**config.mk**
```make
export PLATFORM = sky130hd
export DESIGN_NAME = dvt_core
export DESIGN_NICKNAME = d
export VERILOG_FILES = /design/src/rtl/dvt_pkg.sv /design/src/rtl/dvt_core.sv
export SDC_FILE = /design/constraint.sdc
export NUM_CORES = 1
export LEC_CHECK = 0
export ABC_AREA = 1
export BUFFER_PORTS_ARGS = -buffer_cell sky130_fd_sc_hd__buf_2
export CORE_MARGIN = 1
export CORE_UTILIZATION = 39
export DETAILED_ROUTE_END_ITERATION = 7
export GPL_TIMING_DRIVEN = 1
export PLACE_DENSITY = 0.76
export SLEW_MARGIN = 15
export SYNTH_ARGS = -nofsm -noshare
export SYNTH_HDL_FRONTEND = slang
export SYNTH_SLANG_ARGS = --single-unit
```
**constraint.sdc**
```tcl
create_clock -name mclk_i -period 2.14 [get_ports mclk_i]
set_input_delay 0.642 -clock mclk_i [delete_from_list [all_inputs] [get_ports mclk_i]]
set_output_delay 0.642 -clock mclk_i [all_outputs]
set_load 0.03 [all_outputs]
```
**src/rtl/dvt_pkg.sv**
```systemverilog
// constants for the dma vector and trigger handshake block
// assumes a single mclk domain; all peripherals on-chip and synchronous
package dvt_pkg;
	localparam int NCHAN = 3;
	localparam logic [3:0] VEC_NONE  = 4'h0;
	localparam logic [3:0] VEC_CHAN0 = 4'h2;
	localparam logic [3:0] VEC_CHAN1 = 4'h4;
	localparam logic [3:0] VEC_CHAN2 = 4'h6;
	localparam int VEC_W = 16;
	localparam logic [1:0] SEQ_SINGLE      = 2'h0;
	localparam logic [1:0] SEQ_SEQUENCE    = 2'h1;
	localparam logic [1:0] SEQ_REPEAT      = 2'h2;
	localparam logic [1:0] SEQ_REPEAT_SEQ  = 2'h3;
	localparam int SAR_SLOTS = 16;
	localparam int SD_CHANS  = 3;
endpackage

```
**src/rtl/dvt_core.sv**
```systemverilog
// dma completion vector generator and peripheral trigger handshake
// assumes peripherals and cpu run on mclk_i; all inputs are same-domain
// Contract
// - merge three done flags into one source
// - vector shows lowest-numbered enabled pending channel only
// - any vector access clears reported flag
// - remaining enabled flag re-raises request immediately
// - chan0 reported before chan2, chan2 stays
// - vector values 0,2,4,6; 8-14 never
// - vector value even, jump-table offset
// - serial rx flag triggers, cleared on ack
// - rx irq enable blocks rx trigger
// - serial tx flag triggers, cleared on ack
// - tx irq enable blocks tx trigger
// - modes 0,2: conversion slot flag triggers
// - modes 1,3: only last slot triggers
// - sar flag clears on slot access
// - dac flag clears on data access
// - grouped mode: master channel triggers only
// - ungrouped: sigma-delta channel 0 triggers
// - sigma-delta flag clears on result access
// - triggers need no cpu, any power mode
// - done flag set at zero, software clears
// - request needs flag, enable and global enable
module dvt_core #(
	parameter int SAR_SLOTS = dvt_pkg::SAR_SLOTS,
	parameter int SD_CHANS  = dvt_pkg::SD_CHANS
) (
	input  wire logic                       mclk_i,
	input  wire logic                       nrst_i,
	// completion side
	input  wire logic [dvt_pkg::NCHAN-1:0]  size_zero_i,
	input  wire logic [dvt_pkg::NCHAN-1:0]  sw_flag_clr_i,
	input  wire logic [dvt_pkg::NCHAN-1:0]  channel_irq_enable_i,
	input  wire logic                       global_irq_enable_i,
	input  wire logic                       vector_access_i,
	output logic [dvt_pkg::NCHAN-1:0]       channel_done_flag_o,
	output logic [dvt_pkg::VEC_W-1:0]       dma_vector_reg_o,
	output logic                            irq_req_o,
	// serial unit
	input  wire logic                       serial_b_rx_set_i,
	input  wire logic                       serial_b_tx_set_i,
	input  wire logic                       serial_b_rx_irq_enable_i,
	input  wire logic                       serial_b_tx_irq_enable_i,
	input  wire logic                       serial_rx_ack_i,
	input  wire logic                       serial_tx_ack_i,
	output logic                            serial_b_rx_flag_o,
	output logic                            serial_b_tx_flag_o,
	output logic                            serial_rx_trig_o,
	output logic                            serial_tx_trig_o,
	// sar converter
	input  wire logic [SAR_SLOTS-1:0]       sar_result_set_i,
	input  wire logic [SAR_SLOTS-1:0]       sar_mem_access_i,
	input  wire logic [1:0]                 conversion_sequence_mode_i,
	input  wire logic [$clog2(SAR_SLOTS)-1:0] sar_conv_slot_i,
	input  wire logic [$clog2(SAR_SLOTS)-1:0] sar_last_slot_i,
	output logic [SAR_SLOTS-1:0]            sar_result_flag_o,
	output logic                            sar_trig_o,
	// dac
	input  wire logic                       dac_set_i,
	input  wire logic                       dac_data_access_i,
	output logic                            dac_irq_flag_o,
	output logic                            dac_trig_o,
	// sigma-delta
	input  wire logic [SD_CHANS-1:0]        sigma_delta_set_i,
	input  wire logic [SD_CHANS-1:0]        sigma_delta_access_i,
	input  wire logic [SD_CHANS-1:0]        sigma_delta_group_bit_i,
	input  wire logic                       sigma_delta_grouped_i,
	output logic [SD_CHANS-1:0]             sigma_delta_flag_o,
	output logic                            sigma_delta_trig_o
);

	localparam int SW = $clog2(SAR_SLOTS);
	localparam int DW = (SD_CHANS > 1) ? $clog2(SD_CHANS) : 1;

	// one-hot of the highest-priority enabled pending channel
	function automatic logic [dvt_pkg::NCHAN-1:0] pick_top(
		input logic [dvt_pkg::NCHAN-1:0] req
	);
		logic [dvt_pkg::NCHAN-1:0] sel;
		sel = '0;
		for (int i = dvt_pkg::NCHAN - 1; i >= 0; i--)
		begin
			if (req[i])
			begin
				sel = '0;
				sel[i] = 1'b1;
			end
		end
		return sel;
	endfunction

	// vector code of a one-hot channel; even steps index a jump table
	function automatic logic [3:0] chan_vec(
		input logic [dvt_pkg::NCHAN-1:0] sel
	);
		logic [3:0] code;
		code = dvt_pkg::VEC_NONE;
		unique case (sel)
			3'h1:    code = dvt_pkg::VEC_CHAN0;
			3'h2:    code = dvt_pkg::VEC_CHAN1;
			3'h4:    code = dvt_pkg::VEC_CHAN2;
			default: code = dvt_pkg::VEC_NONE;
		endcase
		return code;
	endfunction

	// channel that a vector code reports; reserved codes report none
	function automatic logic [dvt_pkg::NCHAN-1:0] vec_chan(
		input logic [3:0] code
	);
		logic [dvt_pkg::NCHAN-1:0] sel;
		sel = '0;
		unique case (code)
			dvt_pkg::VEC_CHAN0: sel = 3'h1;
			dvt_pkg::VEC_CHAN1: sel = 3'h2;
			dvt_pkg::VEC_CHAN2: sel = 3'h4;
			default:            sel = '0;
		endcase
		return sel;
	endfunction

	logic [dvt_pkg::NCHAN-1:0] done;
	logic [dvt_pkg::NCHAN-1:0] next_done;
	logic [dvt_pkg::NCHAN-1:0] enabled;
	logic [dvt_pkg::NCHAN-1:0] shown;
	logic [3:0]                vec;
	logic [3:0]                next_vec;
	logic                      irq;
	logic                      next_irq;

	assign enabled = next_done & channel_irq_enable_i;
	// clear what the vector shows, not a pick from this cycle's enables,
	// so an enable change beside the access cannot redirect the clear
	assign shown   = vec_chan(vec);

	always_comb
	begin
		// set wins over a software or vector clear in the same cycle
		next_done = (done & ~sw_flag_clr_i
			& ~(vector_access_i ? shown : '0)) | size_zero_i;
	end

	always_ff @(posedge mclk_i or negedge nrst_i)
	begin
		if (!nrst_i)
			done <= '0;
		else
			done <= next_done;
	end

	always_comb
	begin
		// vector follows the next flags so it is current with them
		next_vec = chan_vec(pick_top(enabled));
		// re-raised as soon as another enabled flag remains
		next_irq = global_irq_enable_i & |enabled;
	end

	always_ff @(posedge mclk_i or negedge nrst_i)
	begin
		if (!nrst_i)
		begin
			vec <= dvt_pkg::VEC_NONE;
			irq <= 1'b0;
		end
		else
		begin
			vec <= next_vec;
			irq <= next_irq;
		end
	end

	assign channel_done_flag_o = done;
	assign dma_vector_reg_o    = {{(dvt_pkg::VEC_W-4){1'b0}}, vec};
	assign irq_req_o           = irq;

	// peripheral flags: set wins over clear, so an event landing on the
	// acknowledge cycle is kept for the next transfer
	logic rx_f;
	logic tx_f;
	logic next_rx_f;
	logic next_tx_f;

	always_comb
	begin
		next_rx_f = serial_b_rx_set_i | (rx_f & ~serial_rx_ack_i);
		next_tx_f = serial_b_tx_set_i | (tx_f & ~serial_tx_ack_i);
	end

	always_ff @(posedge mclk_i or negedge nrst_i)
	begin
		if (!nrst_i)
		begin
			rx_f <= 1'b0;
			tx_f <= 1'b0;
		end
		else
		begin
			rx_f <= next_rx_f;
			tx_f <= next_tx_f;
		end
	end

	logic [SAR_SLOTS-1:0] sar_f;
	logic [SAR_SLOTS-1:0] next_sar_f;

	always_comb
	begin
		next_sar_f = sar_result_set_i
			| (sar_f & ~sar_mem_access_i);
	end

	always_ff @(posedge mclk_i or negedge nrst_i)
	begin
		if (!nrst_i)
			sar_f <= '0;
		else
			sar_f <= next_sar_f;
	end

	logic dac_f;
	logic next_dac_f;

	always_comb
	begin
		next_dac_f = dac_set_i | (dac_f & ~dac_data_access_i);
	end

	always_ff @(posedge mclk_i or negedge nrst_i)
	begin
		if (!nrst_i)
			dac_f <= 1'b0;
		else
			dac_f <= next_dac_f;
	end

	logic [SD_CHANS-1:0] sd_f;
	logic [SD_CHANS-1:0] next_sd_f;

	always_comb
	begin
		next_sd_f = sigma_delta_set_i
			| (sd_f & ~sigma_delta_access_i);
	end

	always_ff @(posedge mclk_i or negedge nrst_i)
	begin
		if (!nrst_i)
			sd_f <= '0;
		else
			sd_f <= next_sd_f;
	end

	assign serial_b_rx_flag_o = rx_f;
	assign serial_b_tx_flag_o = tx_f;
	assign sar_result_flag_o  = sar_f;
	assign dac_irq_flag_o     = dac_f;
	assign sigma_delta_flag_o = sd_f;

	// sar trigger slot depends on sequence mode
	logic [SW-1:0] sar_sel;
	always_comb
	begin
		sar_sel = sar_conv_slot_i;
		unique case (conversion_sequence_mode_i)
			dvt_pkg::SEQ_SINGLE, dvt_pkg::SEQ_REPEAT:
				sar_sel = sar_conv_slot_i;
			dvt_pkg::SEQ_SEQUENCE, dvt_pkg::SEQ_REPEAT_SEQ:
				sar_sel = sar_last_slot_i;
		endcase
	end

	// sigma-delta master: lowest channel with group bit clear
	function automatic logic [DW-1:0] sd_master(
		input logic [SD_CHANS-1:0] grp
	);
		logic [DW-1:0] m;
		m = '0;
		for (int i = SD_CHANS - 1; i >= 0; i--)
		begin
			if (!grp[i])
				m = DW'(i);
		end
		return m;
	endfunction

	logic [DW-1:0] sd_sel;
	assign sd_sel = sigma_delta_grouped_i
		? sd_master(sigma_delta_group_bit_i)
		: '0;

	// triggers are pure level logic: no cpu state, so they run in any
	// power mode as long as mclk runs
	assign serial_rx_trig_o   = rx_f & ~serial_b_rx_irq_enable_i;
	assign serial_tx_trig_o   = tx_f & ~serial_b_tx_irq_enable_i;
	assign sar_trig_o         = sar_f[sar_sel];
	assign dac_trig_o         = dac_f;
	assign sigma_delta_trig_o = sd_f[sd_sel];

endmodule

```
==> results.sh, run 1 <==
export IMPL_syn_area_sq_um=1510
export IMPL_synth_seq_area_share=0.465
export IMPL_cts_buffers=3
export IMPL_layoutNonFillerInstCount=327
export IMPL_cpLargestDelayFamily="simple AND/OR/NAND/NOR gates"
export IMPL_synth_ff_type="dfrtp_1"
export IMPL_hp_class="in2async"
export IMPL_core_region_area_sq_um=3690
export IMPL_cts_tree="done"
export IMPL_start_kind="primary input"
export IMPL_regArea_sq_um=701
export IMPL_clkTransAtPathRegs_ns=0.09
export IMPL_crit_required_ns=1.50
export IMPL_wire_per_inst_microns=10.7
export IMPL_outcome="finished, violations left"
export IMPL_cts_sinks=28
export IMPL_finalHoldViolCount=0
export IMPL_placementRows=22
export IMPL_setup_viol=1
export IMPL_synthTopCellsByArea="dfrtp_1 (46%), o21bai_1 (11%), inv_1 (8.7%)"
export IMPL_synth_top_cell_by_area="dfrtp_1"
export IMPL_peakVddDrop_v=0.000436
export IMPL_cts_max_path_buffers=2
export IMPL_hold_slack_ns=0.350
export IMPL_dp_hpwl_mm=2.70
export IMPL_synth_top_area_frac=0.465
export IMPL_p_per_area_nw_per_um2=643
export IMPL_initial_core_util=0.409
export IMPL_fmax_mhz=456
export IMPL_p_leak_nw=1.28
export IMPL_p_total_mw=1.42
export IMPL_postSynthCellCount=173
export IMPL_crit_buf_inv=3
export IMPL_yosysMostFrequentCell="inv_1"
export IMPL_worstPathArrival_ns=1.55
export IMPL_grt_max_degree=29
export IMPL_cts_root_buf="clkbuf_8"
export IMPL_violations="setup timing"
export IMPL_io_buffers=104
export IMPL_area_delta_synth_final_pct=46.3
export IMPL_p_comb_frac=0.294
export IMPL_p_clk_frac=0.293
export IMPL_grt_pass1_vias=1339
export IMPL_postCtsSetupBuffers=0
export IMPL_fin_ws_ns=-0.0525
export IMPL_die_y_microns=64.2
export IMPL_period_minus_slack_ns=2.19
export IMPL_drv_cap=0
export IMPL_grt_total_usage=0.172
export IMPL_internal_power_uw=964
export IMPL_pwr_share_seq=0.413
export IMPL_rsz0062_at_grt="true"
export IMPL_route_detailed_drc=0
export IMPL_place_inst=322
export IMPL_detail_route_iter0_violations=29
export IMPL_dieArea_sq_um=4120
export IMPL_synth_edf_count=0
export IMPL_grt_pass1_wl_mm=5.48
export IMPL_switching_share=0.321
export IMPL_antenna_diode_count=0
export IMPL_cp_cell_sequence="buf_12 -> clkinv_8 -> nand2_8 -> nand2_8 -> nand2_1 -> nand3_1 -> nand3_2 -> nand3_2 -> nand2_2 -> buf_6"
export IMPL_cts_htree_levels=1
export IMPL_antenna_found_initial=0
export IMPL_num_vias=1444
export IMPL_synthTopCellsByCount="inv_1 (35), dfrtp_1 (28), nand3_1 (26)"
export IMPL_antenna_left=0
export IMPL_synthArstFlopShare=1.00
export IMPL_wl_mm=3.50
export IMPL_cp_end_kind="output pin"
export IMPL_yosys_warnings=0
export IMPL_nFillCells=344
export IMPL_synth_seq_cells=28
export IMPL_utilization=0.598
export IMPL_overflow=0
export IMPL_relSlewSlack=0.612
export IMPL_tightest_slew_ns=0.582
export IMPL_min_period_over_period=1.02
export IMPL_crit_slowest_cell="buf_6"
export IMPL_multiInputGateArea_sq_um=684
export IMPL_drive_gt1_frac=0.477
export IMPL_critPathKind="in2out"
export IMPL_critPathMaxFanout=8
export IMPL_synth_distinct_cells=20
export IMPL_fin_skew_ns=0.000540
export IMPL_dr_pass1_iters=4
export IMPL_power_switching_uw=455
export IMPL_syn_area_per_cell_sq_um=8.72
export IMPL_cpPeakStageDelay_ns=0.13
export IMPL_regToRegSetupSlack_ns=1.00
export IMPL_via_per_inst=4.42
export IMPL_nNetsFinal=353
export IMPL_clk_latency_ns=0.28
export IMPL_gp_congestion=0.782
export IMPL_pin_count=120
export IMPL_slew_violations=0
export IMPL_fp_dieW_microns=64.2
## layout by cell type, fill, tap and decap left out, types with 3 or more instances in the layout
cell,count
a21oi_1,3
buf_2,102
clkbuf_8,3
conb_1,14
dfrtp_1,28
inv_1,35
nand2_1,17
nand2_2,6
nand2_8,3
nand3_1,17
nand3_2,9
nor2_1,3
o21ai_0,3
o21ai_2,3
o21bai_1,22
## final cells by class
type	instances	share of cell area
inverters	36	0.0669
flip-flops and latches	28	0.318
well taps	48	0.0272
repair buffers	104	0.246
multi-input cells	107	0.310
clock inverters	1	0.0136
clock buffers	3	0.0187
## power groups by stage
stage / sequential [mW] / clock, mW / combinational, mW
floorplan: 0.675 / 0 / 0.183
global placement: 0.595 / 0 / 0.377
detailed placement: 0.596 / 0 / 0.383
CTS: 0.586 / 0.429 / 0.394
global route: 0.590 / 0.456 / 0.452
finish: 0.585 / 0.416 / 0.417
## metal layers
metal / GRT usage / part of all wire
met1: 0.202 / 0.40
met4: 0.0861 / 0.025
met3: 0.0304 / 0.063
met2: 0.301 / 0.51
met5: 0 / 0
## sequential cells by signal, indices dropped and copies added (netlist names)
register / count
serial_b_rx_flag_o: 1
sigma_delta_flag_o: 3
channel_done_flag_o: 3
vec: 2
sar_result_flag_o: 16
serial_b_tx_flag_o: 1
irq_req_o: 1
dac_irq_flag_o: 1
## final timing paths
check | end | startpoint | cells after the start
min in group mclk_i | sar_result_flag_o[1] | sar_mem_access_i[1] | 2
max reg2reg | irq_req_o | channel_done_flag_o[0] | 6
max in group asynchronous | sar_result_flag_o[11] | nrst_i | 1
max | sar_trig_o | conversion_sequence_mode_i[0] | 10
min reg2reg | sigma_delta_flag_o[1] | sigma_delta_flag_o[1] | 2
min | channel_done_flag_o[2] | nrst_i | 1
## per-stage QoR
| stage | instance area (sq um) | setup TNS [ns] | setup WS, ns |
|---|---|---|---|
| final | 2210 | -0.0525 | -0.0525 |
| after global routing | 2210 | -0.0954 | -0.0954 |
| after CTS | 2110 | 0 | 0.00494 |
| after detailed placement | 2010 | -0.170 | -0.170 |
| after global placement | 2010 | -0.153 | -0.153 |
| after floorplan | 1560 | 0 | 0.0580 |
## kinds of logic (layout without fill, tap and decap cells)
group / Yosys count / count (layout) / synth area share
AO/OA/AOI/OAI: 34 / 34 / 0.163
buffers and inverters: 52 / 144 / 0.177
flip-flops: 28 / 28 / 0.465
other: 1 / 14 / 0.00249
AND/OR/NAND/NOR: 58 / 59 / 0.193
## repair_timing
action,4_1_cts,5_1_grt
hold endpoints to repair,0,0
hold buffers,0,0
cloned,0,1
endpoints found under the setup margin,1,1
gates resized for setup,6,20
pin swaps,0,9
(Power assumes the default switching activity.)
==> run 2, diff against run 1 <==
--- a/config.mk
+++ b/config.mk
@@ -12,6 +12,7 @@
 export DETAILED_ROUTE_END_ITERATION = 7
 export GPL_TIMING_DRIVEN = 1
 export PLACE_DENSITY = 0.76
+export SETUP_SLACK_MARGIN = 0.4
 export SLEW_MARGIN = 15
 export SYNTH_ARGS = -nofsm -noshare
 export SYNTH_HDL_FRONTEND = slang
==> run 2 against run 1 <==
Net effect:
- the run still ends with setup timing left
- worst hold slack gained 0.012 ns
- final area grew 2.9%
- sequential power is essentially flat
- global-route usage shrank 0.54 points
- critical path depth is the same
- highest routed layer unchanged
==> results.sh, run 2 (same netlist as run 1, synthesis figures left out) <==
export IMPL_setup_viol=1
export IMPL_min_period_over_period=1.01
export IMPL_worstPathArrival_ns=1.51
export IMPL_cp_end_kind="output pin"
export IMPL_hold_slack_ns=0.362
export IMPL_overflow=0
export IMPL_cts_buffers=3
export IMPL_pin_count=120
export IMPL_wire_per_inst_microns=10.8
export IMPL_p_per_area_nw_per_um2=631
export IMPL_gp_congestion=0.804
export IMPL_fin_skew_ns=0.000572
export IMPL_die_y_microns=64.2
export IMPL_num_vias=1457
export IMPL_tightest_slew_ns=0.592
export IMPL_dieArea_sq_um=4120
export IMPL_grt_max_degree=29
export IMPL_switching_share=0.320
export IMPL_fmax_mhz=465
export IMPL_relSlewSlack=0.605
export IMPL_io_buffers=104
export IMPL_area_delta_synth_final_pct=50.5
export IMPL_drive_gt1_frac=0.491
export IMPL_grt_pass1_vias=1326
export IMPL_slew_violations=0
export IMPL_cts_tree="done"
export IMPL_wl_mm=3.54
export IMPL_crit_required_ns=1.50
export IMPL_grt_pass1_wl_mm=5.44
export IMPL_clkTransAtPathRegs_ns=0.10
export IMPL_dr_pass1_iters=4
export IMPL_start_kind="primary input"
export IMPL_antenna_left=0
export IMPL_critPathMaxFanout=8
export IMPL_pre_cts_slack_ns=-0.239
export IMPL_peakVddDrop_v=0.000326
export IMPL_postCtsSetupBuffers=0
export IMPL_via_per_inst=4.46
export IMPL_cts_root_buf="clkbuf_8"
export IMPL_hp_class="in2async"
export IMPL_fin_ws_ns=-0.0108
export IMPL_antenna_found_initial=0
export IMPL_largest_register_ffs=16
export IMPL_initial_core_util=0.409
export IMPL_clk_latency_ns=0.27
export IMPL_final_common_cell="buf_2"
export IMPL_cts_htree_levels=1
export IMPL_route_detailed_drc=0
export IMPL_p_clk_frac=0.290
export IMPL_antenna_diode_count=0
export IMPL_cts_sinks=28
export IMPL_cts_max_path_buffers=2
export IMPL_finalHoldViolCount=0
export IMPL_critPathKind="in2out"
export IMPL_nFillCells=339
export IMPL_p_comb_frac=0.301
export IMPL_grt_total_usage=0.167
export IMPL_power_switching_uw=459
export IMPL_dp_hpwl_mm=2.74
export IMPL_nNetsFinal=353
export IMPL_p_leak_nw=1.29
export IMPL_internal_power_uw=974
export IMPL_rsz0062_at_grt="true"
export IMPL_regToRegSetupSlack_ns=0.99
export IMPL_period_minus_slack_ns=2.15
export IMPL_drv_cap=0
export IMPL_detail_route_iter0_violations=9
export IMPL_violations="setup timing"
export IMPL_outcome="finished, violations left"
export IMPL_ctsHoldBuffers=0
export IMPL_final_cell_mix="buf_2 (97), inv_1 (35), dfrtp_1 (28)"
export IMPL_tns_ns=-0.0108
export IMPL_fp_dieW_microns=64.2
export IMPL_core_region_area_sq_um=3690
export IMPL_placementRows=22
export IMPL_pwr_share_seq=0.409
-- run 2: cell types whose count changed in the layout (fill, tap and decap cells not counted), moves of 2 or more --
cell     delta
buf_2       -5
buf_6       +4
nand2_1     -4
nand2_2     +3
nand3_1     +2
nand3_2     -2
o21ai_0     -2
-- run 2: routing by layer --
metal / part of all wire / global-route usage / vias up
met4: 0.0090 / 0.0500 / 0
met5: 0 / 0 / -
met1: 0.42 / 0.198 / 661
li1: - / - / 730
met2: 0.52 / 0.310 / 61
met3: 0.052 / 0.0232 / 5
-- run 2: critical path: stages --
cell     delay (ns)
buf_12         0.13
inv_12         0.08
nand2_8        0.07
nand2_8        0.10
nand2_1        0.06
nand3_1        0.07
nand3_1        0.09
nand3_2        0.08
nand2_2        0.05
buf_6          0.13
-- run 2: power by group through the flow --
stage / combinational (mW) / sequential (mW) / clock [mW]
after floorplan: 0.190 / 0.675 / 0
after global placement: 0.384 / 0.595 / 0
after detailed placement: 0.388 / 0.596 / 0
after CTS: 0.413 / 0.586 / 0.429
after global routing: 0.466 / 0.591 / 0.451
final: 0.431 / 0.585 / 0.416
-- run 2: repair_timing --
action | in CTS | in global routing
pin swaps | 4 | 9
resized for setup | 18 | 19
gates cloned | 1 | 0
setup endpoints to repair | 2 | 2
-- run 2: path summary, 6_finish.rpt --
path	cells past startpoint	to	from
setup / recovery	10	sar_trig_o	conversion_sequence_mode_i[0]
hold / removal	1	sar_result_flag_o[12]	nrst_i
setup reg to reg	4	vec[1]	vec[1]
hold reg to reg	2	sigma_delta_flag_o[2]	sigma_delta_flag_o[2]
max in group asynchronous	1	dac_irq_flag_o	nrst_i
min in group mclk_i	2	sar_result_flag_o[14]	sar_mem_access_i[14]
-- run 2: layout make-up --
cell class              instances  area [sq um]  share of cell area
clock buffers                   3          41.3              0.0182
clock inverters                 1          30.0              0.0132
inverters                      36           148              0.0650
multi-input cells             107           713               0.314
flip-flops and latches         28           701               0.309
well taps                      48          60.1              0.0265
repair buffers                104           577               0.254
-- run 2: per-stage QoR --
step | area (sq um) | std cells | utilization | total power, mW
floorplan | 1580 | 186 | - | 0.865
global placement | 2030 | 322 | 0.551 | 0.978
detailed placement | 2030 | 322 | 0.551 | 0.984
CTS | 2190 | 327 | 0.594 | 1.43
global route | 2270 | 327 | 0.615 | 1.51
finish | 2270 | 327 | 0.615 | 1.43
